File: config.mk
export PLATFORM = sky130hd
export DESIGN_NAME = gdcr_regs
export DESIGN_NICKNAME = d
export VERILOG_FILES = /design/src/hw/gdcr_pkg.sv /design/src/hw/gdcr_regs.sv /design/src/hw/gdcr_i2c_target.sv
export SDC_FILE = /design/constraint.sdc
export NUM_CORES = 1
export LEC_CHECK = 0
export BUFFER_PORTS_ARGS = -buffer_cell sky130_fd_sc_hd__buf_2
export CORE_ASPECT_RATIO = 0.8
export CORE_MARGIN = 2
export CORE_UTILIZATION = 46
export CTS_CLUSTER_DIAMETER = 50
export DETAILED_ROUTE_END_ITERATION = 7
export PLACE_DENSITY_LB_ADDON = 0.05
export SLEW_MARGIN = 15
export SYNTH_ARGS = -nofsm -noshare
export SYNTH_HDL_FRONTEND = slang
export SYNTH_SLANG_ARGS = --single-unit
File: constraint.sdc
create_clock -name CLK_SYS -period 2 [get_ports CLK_SYS]
set_input_delay 0.4 -clock CLK_SYS [delete_from_list [all_inputs] [get_ports CLK_SYS]]
set_output_delay 0.4 -clock CLK_SYS [all_outputs]
set_load 0.01 [all_outputs]
File: src/hw/gdcr_pkg.sv
// Shared constants and types of the gate driver configuration register bank
package gdcr_pkg;
    localparam logic [6:0] I2C_DEV_ADDR = 7'h47;
    localparam logic [2:0] BYTE_LAST_BIT = 3'h7;

    localparam logic [7:0] ADDR_READY = 8'h07;
    localparam logic [7:0] ADDR_FAULT = 8'h08;
    localparam logic [7:0] ADDR_CLEAR = 8'h09;
    localparam logic [7:0] ADDR_LOW_POWER_REQUEST = 8'h0A;
    localparam logic [7:0] ADDR_LOCK = 8'h0B;
    localparam logic [7:0] ADDR_RESET = 8'h0C;
    localparam logic [7:0] ADDR_STATUS = 8'h80;

    localparam logic [7:0] ALL_ONES = 8'hFF;
    localparam logic [7:0] CMD_READ_VALUE = 8'hFF;
    localparam logic [7:0] UNMAPPED_READ = 8'h00;

    localparam logic [7:0] READY_RST = 8'h09;
    localparam logic [7:0] READY_WMASK = 8'h0B;
    localparam logic [7:0] FAULT_RST = 8'h7F;
    localparam logic [7:0] FAULT_WMASK = 8'h07;
    localparam logic [7:0] LOW_POWER_REQUEST_RST = 8'h00;
    localparam logic [7:0] LOW_POWER_REQUEST_WMASK = 8'h01;
    localparam logic [7:0] LOCK_RST = 8'h00;

    localparam int RDY_LOW_POWER_REQUEST_BIT = 3;
    localparam int RDY_OT_BIT = 1;
    localparam int RDY_UV_BIT = 0;
    localparam int FLT_DS_BIT = 2;
    localparam int FLT_OT_BIT = 1;
    localparam int FLT_UV_BIT = 0;
    localparam int LOW_POWER_REQUEST_REQ_BIT = 0;
    localparam int ST_LOCK_BIT = 7;
    localparam int ST_RST_BIT = 3;
    localparam int ST_DS_BIT = 2;
    localparam int ST_OT_BIT = 1;
    localparam int ST_UV_BIT = 0;

    typedef struct packed {
        logic wr;
        logic [7:0] addr;
        logic [7:0] data;
    } gdcr_wr_s;

    typedef struct packed {
        logic ds_trip;
        logic overtemp;
        logic undervolt;
    } gdcr_cond_s;
endpackage

File: src/hw/gdcr_regs.sv
// Configuration and status register bank of the three-phase gate driver
`timescale 1ns/100ps
`default_nettype none
// Function
// - Ready mask 0x07: standby, overtemp, undervolt enables
// - Overtemp reaches ready only when enabled
// - Protected fault mask 0x08, enables default set
// - All-ones write to 0x09 clears latched faults
// - Commands run only on all-ones byte
// - Command registers always read 0xFF
// - Protected standby register 0x0A, request bit 0
// - Lock 0x0B: low nibble must complement high nibble
// - Locked protected registers ignore writes
// - Unlocked state forces all gate outputs low
// - Protected register reset 0x0C restores defaults, keeps flag
// - Status bit 7 shows lock state
// - Status bit 3 shows reset occurred
// - Status bit 2 shows drain-source trip
// - Status bit 1 shows thermal shutdown
// - Status bit 0 shows supply undervoltage
// - Registers use plain I2C register transactions
// - Only critical registers are write protected
// - Target answers only at address 1000111
// - Reset and trip latch; others self-clear
// - Fault output always reports register reset
module gdcr_regs #(
    parameter int GATE_COUNT = 6
) (
    input wire logic CLK_SYS,
    input wire logic SYS_RST,
    input wire logic SCL_IN,
    input wire logic SDA_IN,
    output logic SDA_OUT,
    output logic SDA_OE,
    input wire gdcr_pkg::gdcr_cond_s COND,
    input wire logic [GATE_COUNT-1:0] GATE_IN,
    output logic [GATE_COUNT-1:0] GATE_OUT,
    output logic READY_OUT,
    output logic READY_OE,
    output logic FAULT_OUT,
    output logic FAULT_OE,
    output logic STANDBY_REQ
);
    import gdcr_pkg::*;

    gdcr_wr_s wr;
    logic [7:0] rd_addr, rd_data, status;
    logic [7:0] ready_mask, fault_mask, standby_reg, lock_reg;
    logic [7:0] next_ready_mask, next_fault_mask, next_standby_reg, next_lock_reg;
    logic reset_flag, ds_flag, next_reset_flag, next_ds_flag;
    logic unlocked, clear_cmd, regrst_cmd;
    logic next_ready_oe, next_fault_oe, next_standby;
    logic [GATE_COUNT-1:0] next_gate;

    // Keeps fixed bits at their default so they read back unchanged
    function automatic logic [7:0] masked(input logic [7:0] data, input logic [7:0] wmask,
                                          input logic [7:0] rst);
        masked = (data & wmask) | (rst & ~wmask);
    endfunction

    function automatic logic cmd_hit(input gdcr_wr_s w, input logic [7:0] addr);
        cmd_hit = w.wr && (w.addr == addr) && (w.data == ALL_ONES);
    endfunction

    gdcr_i2c_target u_i2c (
        .clk(CLK_SYS),
        .rst(SYS_RST),
        .scl_in(SCL_IN),
        .sda_in(SDA_IN),
        .sda_out(SDA_OUT),
        .sda_oe(SDA_OE),
        .wr(wr),
        .rd_addr(rd_addr),
        .rd_data(rd_data)
    );

    assign unlocked = (lock_reg[3:0] == ~lock_reg[7:4]);
    assign clear_cmd = cmd_hit(wr, ADDR_CLEAR);
    assign regrst_cmd = cmd_hit(wr, ADDR_RESET) && unlocked;

    always_comb begin
        next_ready_mask = ready_mask;
        next_fault_mask = fault_mask;
        next_standby_reg = standby_reg;
        next_lock_reg = lock_reg;
        if (regrst_cmd) begin
            next_ready_mask = READY_RST;
            next_fault_mask = FAULT_RST;
            next_standby_reg = LOW_POWER_REQUEST_RST;
            next_lock_reg = LOCK_RST;
        end else if (wr.wr) begin
            case (wr.addr)
                ADDR_READY: begin
                    next_ready_mask = masked(wr.data, READY_WMASK, READY_RST);
                end
                ADDR_FAULT: begin
                    if (unlocked) begin
                        next_fault_mask = masked(wr.data, FAULT_WMASK, FAULT_RST);
                    end
                end
                ADDR_LOW_POWER_REQUEST: begin
                    if (unlocked) begin
                        next_standby_reg = masked(wr.data, LOW_POWER_REQUEST_WMASK, LOW_POWER_REQUEST_RST);
                    end
                end
                ADDR_LOCK: begin
                    next_lock_reg = wr.data;
                end
                default: begin
                end
            endcase
        end
    end

    always_ff @(posedge CLK_SYS) begin
        if (SYS_RST) begin
            ready_mask <= READY_RST;
            fault_mask <= FAULT_RST;
            standby_reg <= LOW_POWER_REQUEST_RST;
            lock_reg <= LOCK_RST;
        end else begin
            ready_mask <= next_ready_mask;
            fault_mask <= next_fault_mask;
            standby_reg <= next_standby_reg;
            lock_reg <= next_lock_reg;
        end
    end

    // A trip in the clearing cycle survives the clear
    always_comb begin
        next_reset_flag = reset_flag;
        next_ds_flag = ds_flag;
        if (clear_cmd) begin
            next_reset_flag = 1'b0;
            next_ds_flag = 1'b0;
        end
        if (COND.ds_trip) begin
            next_ds_flag = 1'b1;
        end
    end

    // Power-up counts as a register reset, so the flag starts set
    always_ff @(posedge CLK_SYS) begin
        if (SYS_RST) begin
            reset_flag <= 1'b1;
            ds_flag <= 1'b0;
        end else begin
            reset_flag <= next_reset_flag;
            ds_flag <= next_ds_flag;
        end
    end

    always_comb begin
        status = '0;
        status[ST_LOCK_BIT] = ~unlocked;
        status[ST_RST_BIT] = reset_flag;
        status[ST_DS_BIT] = ds_flag;
        status[ST_OT_BIT] = COND.overtemp;
        status[ST_UV_BIT] = COND.undervolt;
        case (rd_addr)
            ADDR_READY: rd_data = ready_mask;
            ADDR_FAULT: rd_data = fault_mask;
            ADDR_CLEAR, ADDR_RESET: rd_data = CMD_READ_VALUE;
            ADDR_LOW_POWER_REQUEST: rd_data = standby_reg;
            ADDR_LOCK: rd_data = lock_reg;
            ADDR_STATUS: rd_data = status;
            default: rd_data = UNMAPPED_READ;
        endcase
    end

    always_comb begin
        next_ready_oe = (standby_reg[LOW_POWER_REQUEST_REQ_BIT] & ready_mask[RDY_LOW_POWER_REQUEST_BIT])
            | (COND.overtemp & ready_mask[RDY_OT_BIT])
            | (COND.undervolt & ready_mask[RDY_UV_BIT]);
        next_fault_oe = reset_flag
            | (ds_flag & fault_mask[FLT_DS_BIT])
            | (COND.overtemp & fault_mask[FLT_OT_BIT])
            | (COND.undervolt & fault_mask[FLT_UV_BIT]);
        // Unlocking for reconfiguration parks the power stage
        next_gate = unlocked ? '0 : GATE_IN;
        next_standby = standby_reg[LOW_POWER_REQUEST_REQ_BIT];
    end

    always_ff @(posedge CLK_SYS) begin
        if (SYS_RST) begin
            READY_OE <= 1'b1;
            FAULT_OE <= 1'b1;
            READY_OUT <= 1'b0;
            FAULT_OUT <= 1'b0;
            GATE_OUT <= '0;
            STANDBY_REQ <= 1'b0;
        end else begin
            READY_OE <= next_ready_oe;
            FAULT_OE <= next_fault_oe;
            READY_OUT <= 1'b0;
            FAULT_OUT <= 1'b0;
            GATE_OUT <= next_gate;
            STANDBY_REQ <= next_standby;
        end
    end
endmodule
`default_nettype wire

File: src/hw/gdcr_i2c_target.sv
// I2C target engine: one register pointer byte, then data bytes
`timescale 1ns/100ps
`default_nettype none
module gdcr_i2c_target (
    input wire logic clk,
    input wire logic rst,
    input wire logic scl_in,
    input wire logic sda_in,
    output logic sda_out,
    output logic sda_oe,
    output gdcr_pkg::gdcr_wr_s wr,
    output logic [7:0] rd_addr,
    input wire logic [7:0] rd_data
);
    import gdcr_pkg::*;

    typedef enum logic [3:0] {
        ST_IDLE = 4'h0,
        ST_ADDR = 4'h1,
        ST_ACK_A = 4'h3,
        ST_REG = 4'h2,
        ST_ACK_R = 4'h6,
        ST_WDATA = 4'h7,
        ST_ACK_W = 4'h5,
        ST_RDATA = 4'h4,
        ST_RACK = 4'hC
    } gdcr_i2c_state_e;

    gdcr_i2c_state_e state, next_state;
    logic [7:0] shift, next_shift;
    logic [2:0] cnt, next_cnt;
    logic got, next_got, rw, next_rw, nack, next_nack, next_oe;
    logic scl_q, sda_q;
    logic [7:0] next_ptr;
    gdcr_wr_s next_wr;
    logic scl_rise, scl_fall, start, stop;

    always_comb begin
        scl_rise = scl_in & ~scl_q;
        scl_fall = ~scl_in & scl_q;
        start = scl_in & scl_q & sda_q & ~sda_in;
        stop = scl_in & scl_q & ~sda_q & sda_in;
        next_state = state;
        next_shift = shift;
        next_cnt = cnt;
        next_got = got;
        next_rw = rw;
        next_nack = nack;
        next_oe = sda_oe;
        next_ptr = rd_addr;
        next_wr = '{wr: 1'b0, addr: rd_addr, data: shift};
        if (start) begin
            next_state = ST_ADDR;
            next_cnt = '0;
            next_got = 1'b0;
            next_oe = 1'b0;
        end else if (stop) begin
            next_state = ST_IDLE;
            next_oe = 1'b0;
        end else begin
            case (state)
                ST_ADDR, ST_REG, ST_WDATA: begin
                    if (scl_rise && !got) begin
                        next_shift = {shift[6:0], sda_in};
                        next_cnt = cnt + 3'h1;
                        next_got = (cnt == BYTE_LAST_BIT);
                    end else if (scl_fall && got) begin
                        next_got = 1'b0;
                        next_oe = 1'b1;
                        case (state)
                            ST_ADDR: begin
                                // Foreign addresses get no acknowledge
                                if (shift[7:1] == I2C_DEV_ADDR) begin
                                    next_state = ST_ACK_A;
                                    next_rw = shift[0];
                                end else begin
                                    next_state = ST_IDLE;
                                    next_oe = 1'b0;
                                end
                            end
                            ST_REG: begin
                                next_ptr = shift;
                                next_state = ST_ACK_R;
                            end
                            default: begin
                                next_wr.wr = 1'b1;
                                next_state = ST_ACK_W;
                            end
                        endcase
                    end
                end
                ST_ACK_A: begin
                    if (scl_fall) begin
                        next_cnt = '0;
                        if (rw) begin
                            next_state = ST_RDATA;
                            next_shift = rd_data;
                            next_oe = ~rd_data[7];
                        end else begin
                            next_state = ST_REG;
                            next_oe = 1'b0;
                        end
                    end
                end
                ST_ACK_R, ST_ACK_W: begin
                    if (scl_fall) begin
                        next_oe = 1'b0;
                        next_state = ST_WDATA;
                    end
                end
                ST_RDATA: begin
                    if (scl_fall) begin
                        if (cnt == BYTE_LAST_BIT) begin
                            next_state = ST_RACK;
                            next_oe = 1'b0;
                        end else begin
                            next_shift = {shift[6:0], 1'b0};
                            next_oe = ~shift[6];
                            next_cnt = cnt + 3'h1;
                        end
                    end
                end
                ST_RACK: begin
                    if (scl_rise) begin
                        next_nack = sda_in;
                    end else if (scl_fall) begin
                        next_cnt = '0;
                        if (nack) begin
                            next_state = ST_IDLE;
                        end else begin
                            next_state = ST_RDATA;
                            next_shift = rd_data;
                            next_oe = ~rd_data[7];
                        end
                    end
                end
                default: begin
                end
            endcase
        end
    end

    always_ff @(posedge clk) begin
        if (rst) begin
            state <= ST_IDLE;
            shift <= '0;
            cnt <= '0;
            got <= 1'b0;
            rw <= 1'b0;
            nack <= 1'b0;
            sda_oe <= 1'b0;
            sda_out <= 1'b0;
            scl_q <= 1'b1;
            sda_q <= 1'b1;
            rd_addr <= '0;
            wr <= '0;
        end else begin
            state <= next_state;
            shift <= next_shift;
            cnt <= next_cnt;
            got <= next_got;
            rw <= next_rw;
            nack <= next_nack;
            sda_oe <= next_oe;
            sda_out <= 1'b0;
            scl_q <= scl_in;
            sda_q <= sda_in;
            rd_addr <= next_ptr;
            wr <= next_wr;
        end
    end
endmodule
`default_nettype wire

==> Yosys cells after proc, flatten, opt, wreduce, memory -nomap -nowiden <==
Cells that the tools add are included.
{ "word_totals": {"ff_bits": 72, "latchBits": 0, "mem_bits_rw": 0, "rom_bits": 0, "inputBits": 13, "output_inout_bits": 13, "elab_cells": 185, "n_memories": 0} }
{ "classes": {"n_addsub": 1, "mul": 0, "n_div": 0, "order_cmp": 0, "eq_ne": 45, "shifts": 0, "mux": 49, "n_bitwise": 31, "reduce_logical": 35} }
{ "ops": {"columns": ["cell", "count"], "rows": [
  ["$eq 8x4->1 const B", 10],
  ["$mux 8", 8],
  ["$pmux 8 s6", 1],
  ["$mux 4", 8],
  ["$pmux 8 s4", 1],
  ["$reduce_and 9->1", 3],
  ["$ne 4x1->1 const B", 6],
  ["$mux 3", 7],
  ["$pmux 4 s5", 1],
  ["$mux 1", 19],
  ["$eq 4x3->1 const B", 4],
  ["$eq 8x3->1 const B", 2],
  ["$eq 8x8->1 const B", 2],
  ["$ne 2x1->1 const B", 8],
  ["$and 1x1->1", 13],
  ["$not 1->1", 12],
  ["$pmux 3 s4", 1],
  ["$reduce_and 6->1", 2],
  ["$reduce_or 2->1", 6],
  ["$reduce_and 11->1", 1],
  ["$reduce_and 3->1", 3],
  ["$eq 4x2->1 const B", 2],
  ["$ne 2x2->1 const B", 4],
  ["$eq 7x7->1 const B", 1],
  ["23 further kinds", 36]
]} }

==> Depth between registers and ports, before layout <==
{ "logic_depth": {"ltp_word": 9, "depth_mapped": 9, "depth_no_buf": 8} }

==> Hierarchy <==
A second synthesis with hierarchy kept.
{ "unflattened": {"hier_cells": 369, "area_unflattened_um2": 3480.8} }
{ "modules_own_cells": {"columns": ["module", "instances", "cells_each", "area_per_inst_um2", "seq_area_each_um2"], "rows": [
  ["gdcr_i2c_target", 1, 214, 2082.0, 920.9],
  ["gdcr_regs", 1, 155, 1398.8, 520.5]
]} }

==> Worst setup path after synthesis <==
No wires, ideal clock.
{ "synth_path": {"path_type": "flip-flop to flip-flop", "start": "register u_i2c.cnt[0]", "end": "register u_i2c.shift[7]", "setup_time_ns": 0.132, "arrival_time_ns": 1.596, "required_ns": 1.868, "path_slack_ns": 0.272, "stages_incl_launch_ff": 9, "path_buffers": 1, "period_less_slack_ns": 1.728, "cell_sequence": "dfxtp_1 ha_1 ha_1 nor2b_1 o22ai_4 nand3_4 buf_6 a221oi_1 nor3_1"} }
{ "synth_between": {"elab_chain_len": 3} }
{ "synth_rtl": {"columns": ["item", "line_no", "rtl"], "rows": [
  ["start, declared", "gdcr_i2c_target.sv:31", "logic [2:0] cnt, next_cnt;"],
  ["start signal, assigned", "gdcr_i2c_target.sv:160", "cnt <= next_cnt;"],
  ["$eq 3x3->1", "gdcr_i2c_target.sv:113", "if (cnt == BYTE_LAST_BIT) begin"],
  ["$ne 2x2->1 (no source line)", null, null],
  ["$reduce_and 11->1 (no source line)", null, null],
  ["end signal, assigned", "gdcr_i2c_target.sv:159", "shift <= next_shift;"],
  ["end, declared", "gdcr_i2c_target.sv:30", "logic [7:0] shift, next_shift;"]
]} }
Every way passes these cells.
A chain may end at the register's enable or synchronous reset.

==> Worst setup path in the final report <==
Ends and elaborated chain as after synthesis.

==> results.ini <==
[status]
status = completed

[synthesis]
synthSimpleGateAreaFrac = 0.2760
syn_inst = 373
synth_adder_area_share = 0.01031
synthArstFlopShare = 0
ys_ff_latch = 72
yosys_warnings = 0
ys_types = 66
syn_area_mm2 = 0.003400
ys_dominant_reg_cell = dfxtp_1
synthXorXnorAreaFrac = 0.01546
synth_top_family_by_area = simple AND/OR/NAND/NOR gates
avgSynthCellArea_um2 = 9.114
synth.mux.area_fraction = 0.07950
synth-edff-count = 0
synth_compound_area_frac = 0.1443
ys_seq_area_frac = 0.4240

[setup_path]
r2r_slack_ns = 0.09
slowest_delay_ns = 0.33
crit_path_cell_trace = ha_1 > ha_1 > nor2b_1 > o22ai_4 > nand3_4 > buf_12 > a221oi_1 > nor3_1
required_ns = 2.22
timing.critical_path.buf_inv = 1
r2r-end = u_i2c.shift[7]
crit_top_cell = ha_1
endpoint_kind = flip-flop
arrival_ns = 2.14
startpoint_type = flip-flop
cpLargestDelayFamily = compound AO/OA/AOI/OAI gates
slowest_stage = dfxtp_1
crit_type = flip-flop to flip-flop
critPathMaxFanout = 9
critPathLaunch = u_i2c.cnt[0]
r2r-start = u_i2c.cnt[0]
r2r_cells = 8

[floorplanning]
initial_utilization = 0.4665
chipHeight_um = 80.89
die-area_mm2 = 0.008098
num_rows = 28
io-pin-count = 26
die-width_um = 100.1
coreArea_mm2 = 0.007287

[clock_network]
cts_tree = built
cts_root_buf = clkbuf_8
numCtsBuffers = 9
clkSlewWorstSetupHoldPaths_ns = 0.08
clock-sinks = 72
clock_latency_ns = 0.35
cts.path.max_buffers = 2
hold_buffers = 0
h-tree-depth = 3

[sta]
setup_viol = 0
tightest_slew_ns = 0.6540
rsz0062_at_grt = false
hold_viol = 0
finClkSkew_ns = 0.01000
min_period_ns = 1.913
timing.fmax_mhz = 522.9
slew_headroom = 0.5594
setup_tns_ns = 0
period_share = 0.9563
maxSlewViolCount = 0

[global_routing]
antenna_found_initial = 0
grt_pass1_vias = 2583
track_usage = 0.2222
grt_pass1_wl_um = 13720
grt_max_degree = 17
grt.overflow.total = 0

[final_layout]
drive_gt1_frac = 0.2233
largest_reg_flops = 17
regArea_mm2 = 0.001443
nFillCells = 704
regMostFlops = u_i2c.wr
antenna_cells = 0
finalNetCount = 431
multi_input_area_mm2 = 0.001798
area_growth_pct = 16.12
design_area_mm2 = 0.003948

[detailed_routing]
first_pass_iters = 5
viasPerCell = 5.706
drc_errors = 0
vias = 2916
ant_nets = 0
drtIter0Drc = 202
drt-wirelength-per-cell_um = 16.61
routed_wl_um = 8488

[hold_path]
min_path_cells = 3
worstHoldStart = COND[2]
holdPathEnd = ds_flag
worstHoldPathType = input port to flip-flop

[placed_design]
io_buffers = 22
dpl.hpwl_um = 6315
placed_area_mm2 = 0.003722
globalplace.congestion = 0.8752

[pwr]
irDropWorstVdd_mv = 0.3919
leakage_nw = 1.743
p_per_area_mw_per_mm2 = 699.5

[flow_run]
drv_cap = 0

-- where the power goes --
group	total (mW)	switching, mW	internal [mW]	leakage (nW)
clock network	1.18	0.569	0.612	0.0949
registers	1.46	0.0103	1.45	0.584
logic	0.124	0.0755	0.0482	1.06
total	2.76	0.655	2.11	1.74
-- cells in the final DEF, fill, tap and decap left out, types with 2 or more instances in the layout --
cell	instances
buf_4	28
and2_1	2
xor2_1	5
nand3_2	2
a221o_1	2
or3_1	5
nor3_1	6
o21ai_0	9
a22oi_1	2
mux2i_1	27
dfxtp_1	71
or2_2	4
ha_1	2
buf_2	22
a21oi_1	22
a21o_1	3
a31oi_1	10
and4b_1	3
nand2_1	32
inv_1	8
conb_1	3
nor2_1	40
nor2b_1	20
a211oi_2	2
clkbuf_8	10
buf_12	2
nor4_2	2
nor3b_2	2
nor4_1	3
a221oi_2	2
a211oi_1	4
clkinvlp_4	3
nand4_1	6
nand3_1	11
nand4b_1	2
and3_1	10
-- synthesized netlist by cell type, drive strengths merged, types with 6 or more instances --
cell type / instances / area share
a211oi: 6 / 0.016
a21oi: 22 / 0.032
a31oi: 10 / 0.018
and3: 10 / 0.018
buf: 15 / 0.033
clkbuf: 7 / 0.0077
dfxtp: 72 / 0.42
inv: 8 / 0.0088
mux2i: 27 / 0.079
nand2: 33 / 0.037
nand3: 14 / 0.027
nand4: 7 / 0.015
nor2: 40 / 0.044
nor2b: 20 / 0.037
nor3: 7 / 0.012
o21ai: 9 / 0.013
-- kinds of logic (layout without fill, tap and decap cells) --
kind of cell | after synthesis | in the layout
AO/OA/AOI/OAI | 69 | 69
XOR/XNOR | 6 | 6
adder cells (fa/ha/maj) | 3 | 3
buffers and inverters | 30 | 76
flip-flops | 72 | 72
multiplexers | 27 | 27
other | 1 | 3
AND/OR/NAND/NOR | 165 | 165
-- final cells by class --
cell class,count,share of cell area
Clock buffer,10,0.03487
Clock inverter,6,0.01680
Inverter,8,0.007607
Multi-Input combinational cell,273,0.4555
Sequential cell,72,0.3655
Tap cell,90,0.02853
Timing Repair Buffer,52,0.09128
-- how the worst max path moves through the flow --
stage	end	cells past startpoint	slack, ns
6_report	u_i2c.shift[7]	8	0.09
3_5_place_dp	u_i2c.state[2]	7	0.08
4_1_cts	u_i2c.shift[4]	7	0.05
5_1_grt	u_i2c.shift[7]	6	0.003
2_1_floorplan	u_i2c.shift[7]	8	0.27
3_3_place_gp	u_i2c.state[2]	7	0.12
-- worst register-to-register path, cell delays in order (launching register included) --
cell and delay, ns:
dfxtp_1 0.33, ha_1 0.21, ha_1 0.22, nor2b_1 0.18, o22ai_4 0.20, nand3_4 0.16, buf_12 0.17, a221oi_1 0.25
nor3_1 0.09
-- through the flow --
| stage | hold WS, ns | total power, mW | util | worst slack (ns) | instances |
|---|---|---|---|---|---|
| final | 0.2577 | 2.761 | 0.5417 | 0.08741 | 511 |
| after floorplan | 0.4346 | 1.563 | - | 0.2721 | 375 |
| after detailed placement | 0.4573 | 1.613 | 0.5108 | 0.07588 | 494 |
| after global placement | 0.4499 | 1.614 | 0.5108 | 0.1206 | 494 |
| after CTS | 0.2458 | 2.801 | 0.5388 | 0.05487 | 510 |
| after global routing | 0.2645 | 2.873 | 0.5417 | 0.002910 | 511 |
-- what timing repair did --
action                     CTS  global route
resized for setup            0             1
buffers inserted             0             1
setup endpoints to repair    0             2
-- metal layers --
layer / track usage / wire length [µm]
met2: 0.3007 / 3299
met1: 0.3524 / 4484
met5: 0 / 0
met4: 0.04110 / 88
met3: 0.05422 / 615
(Power assumes the default switching activity.)
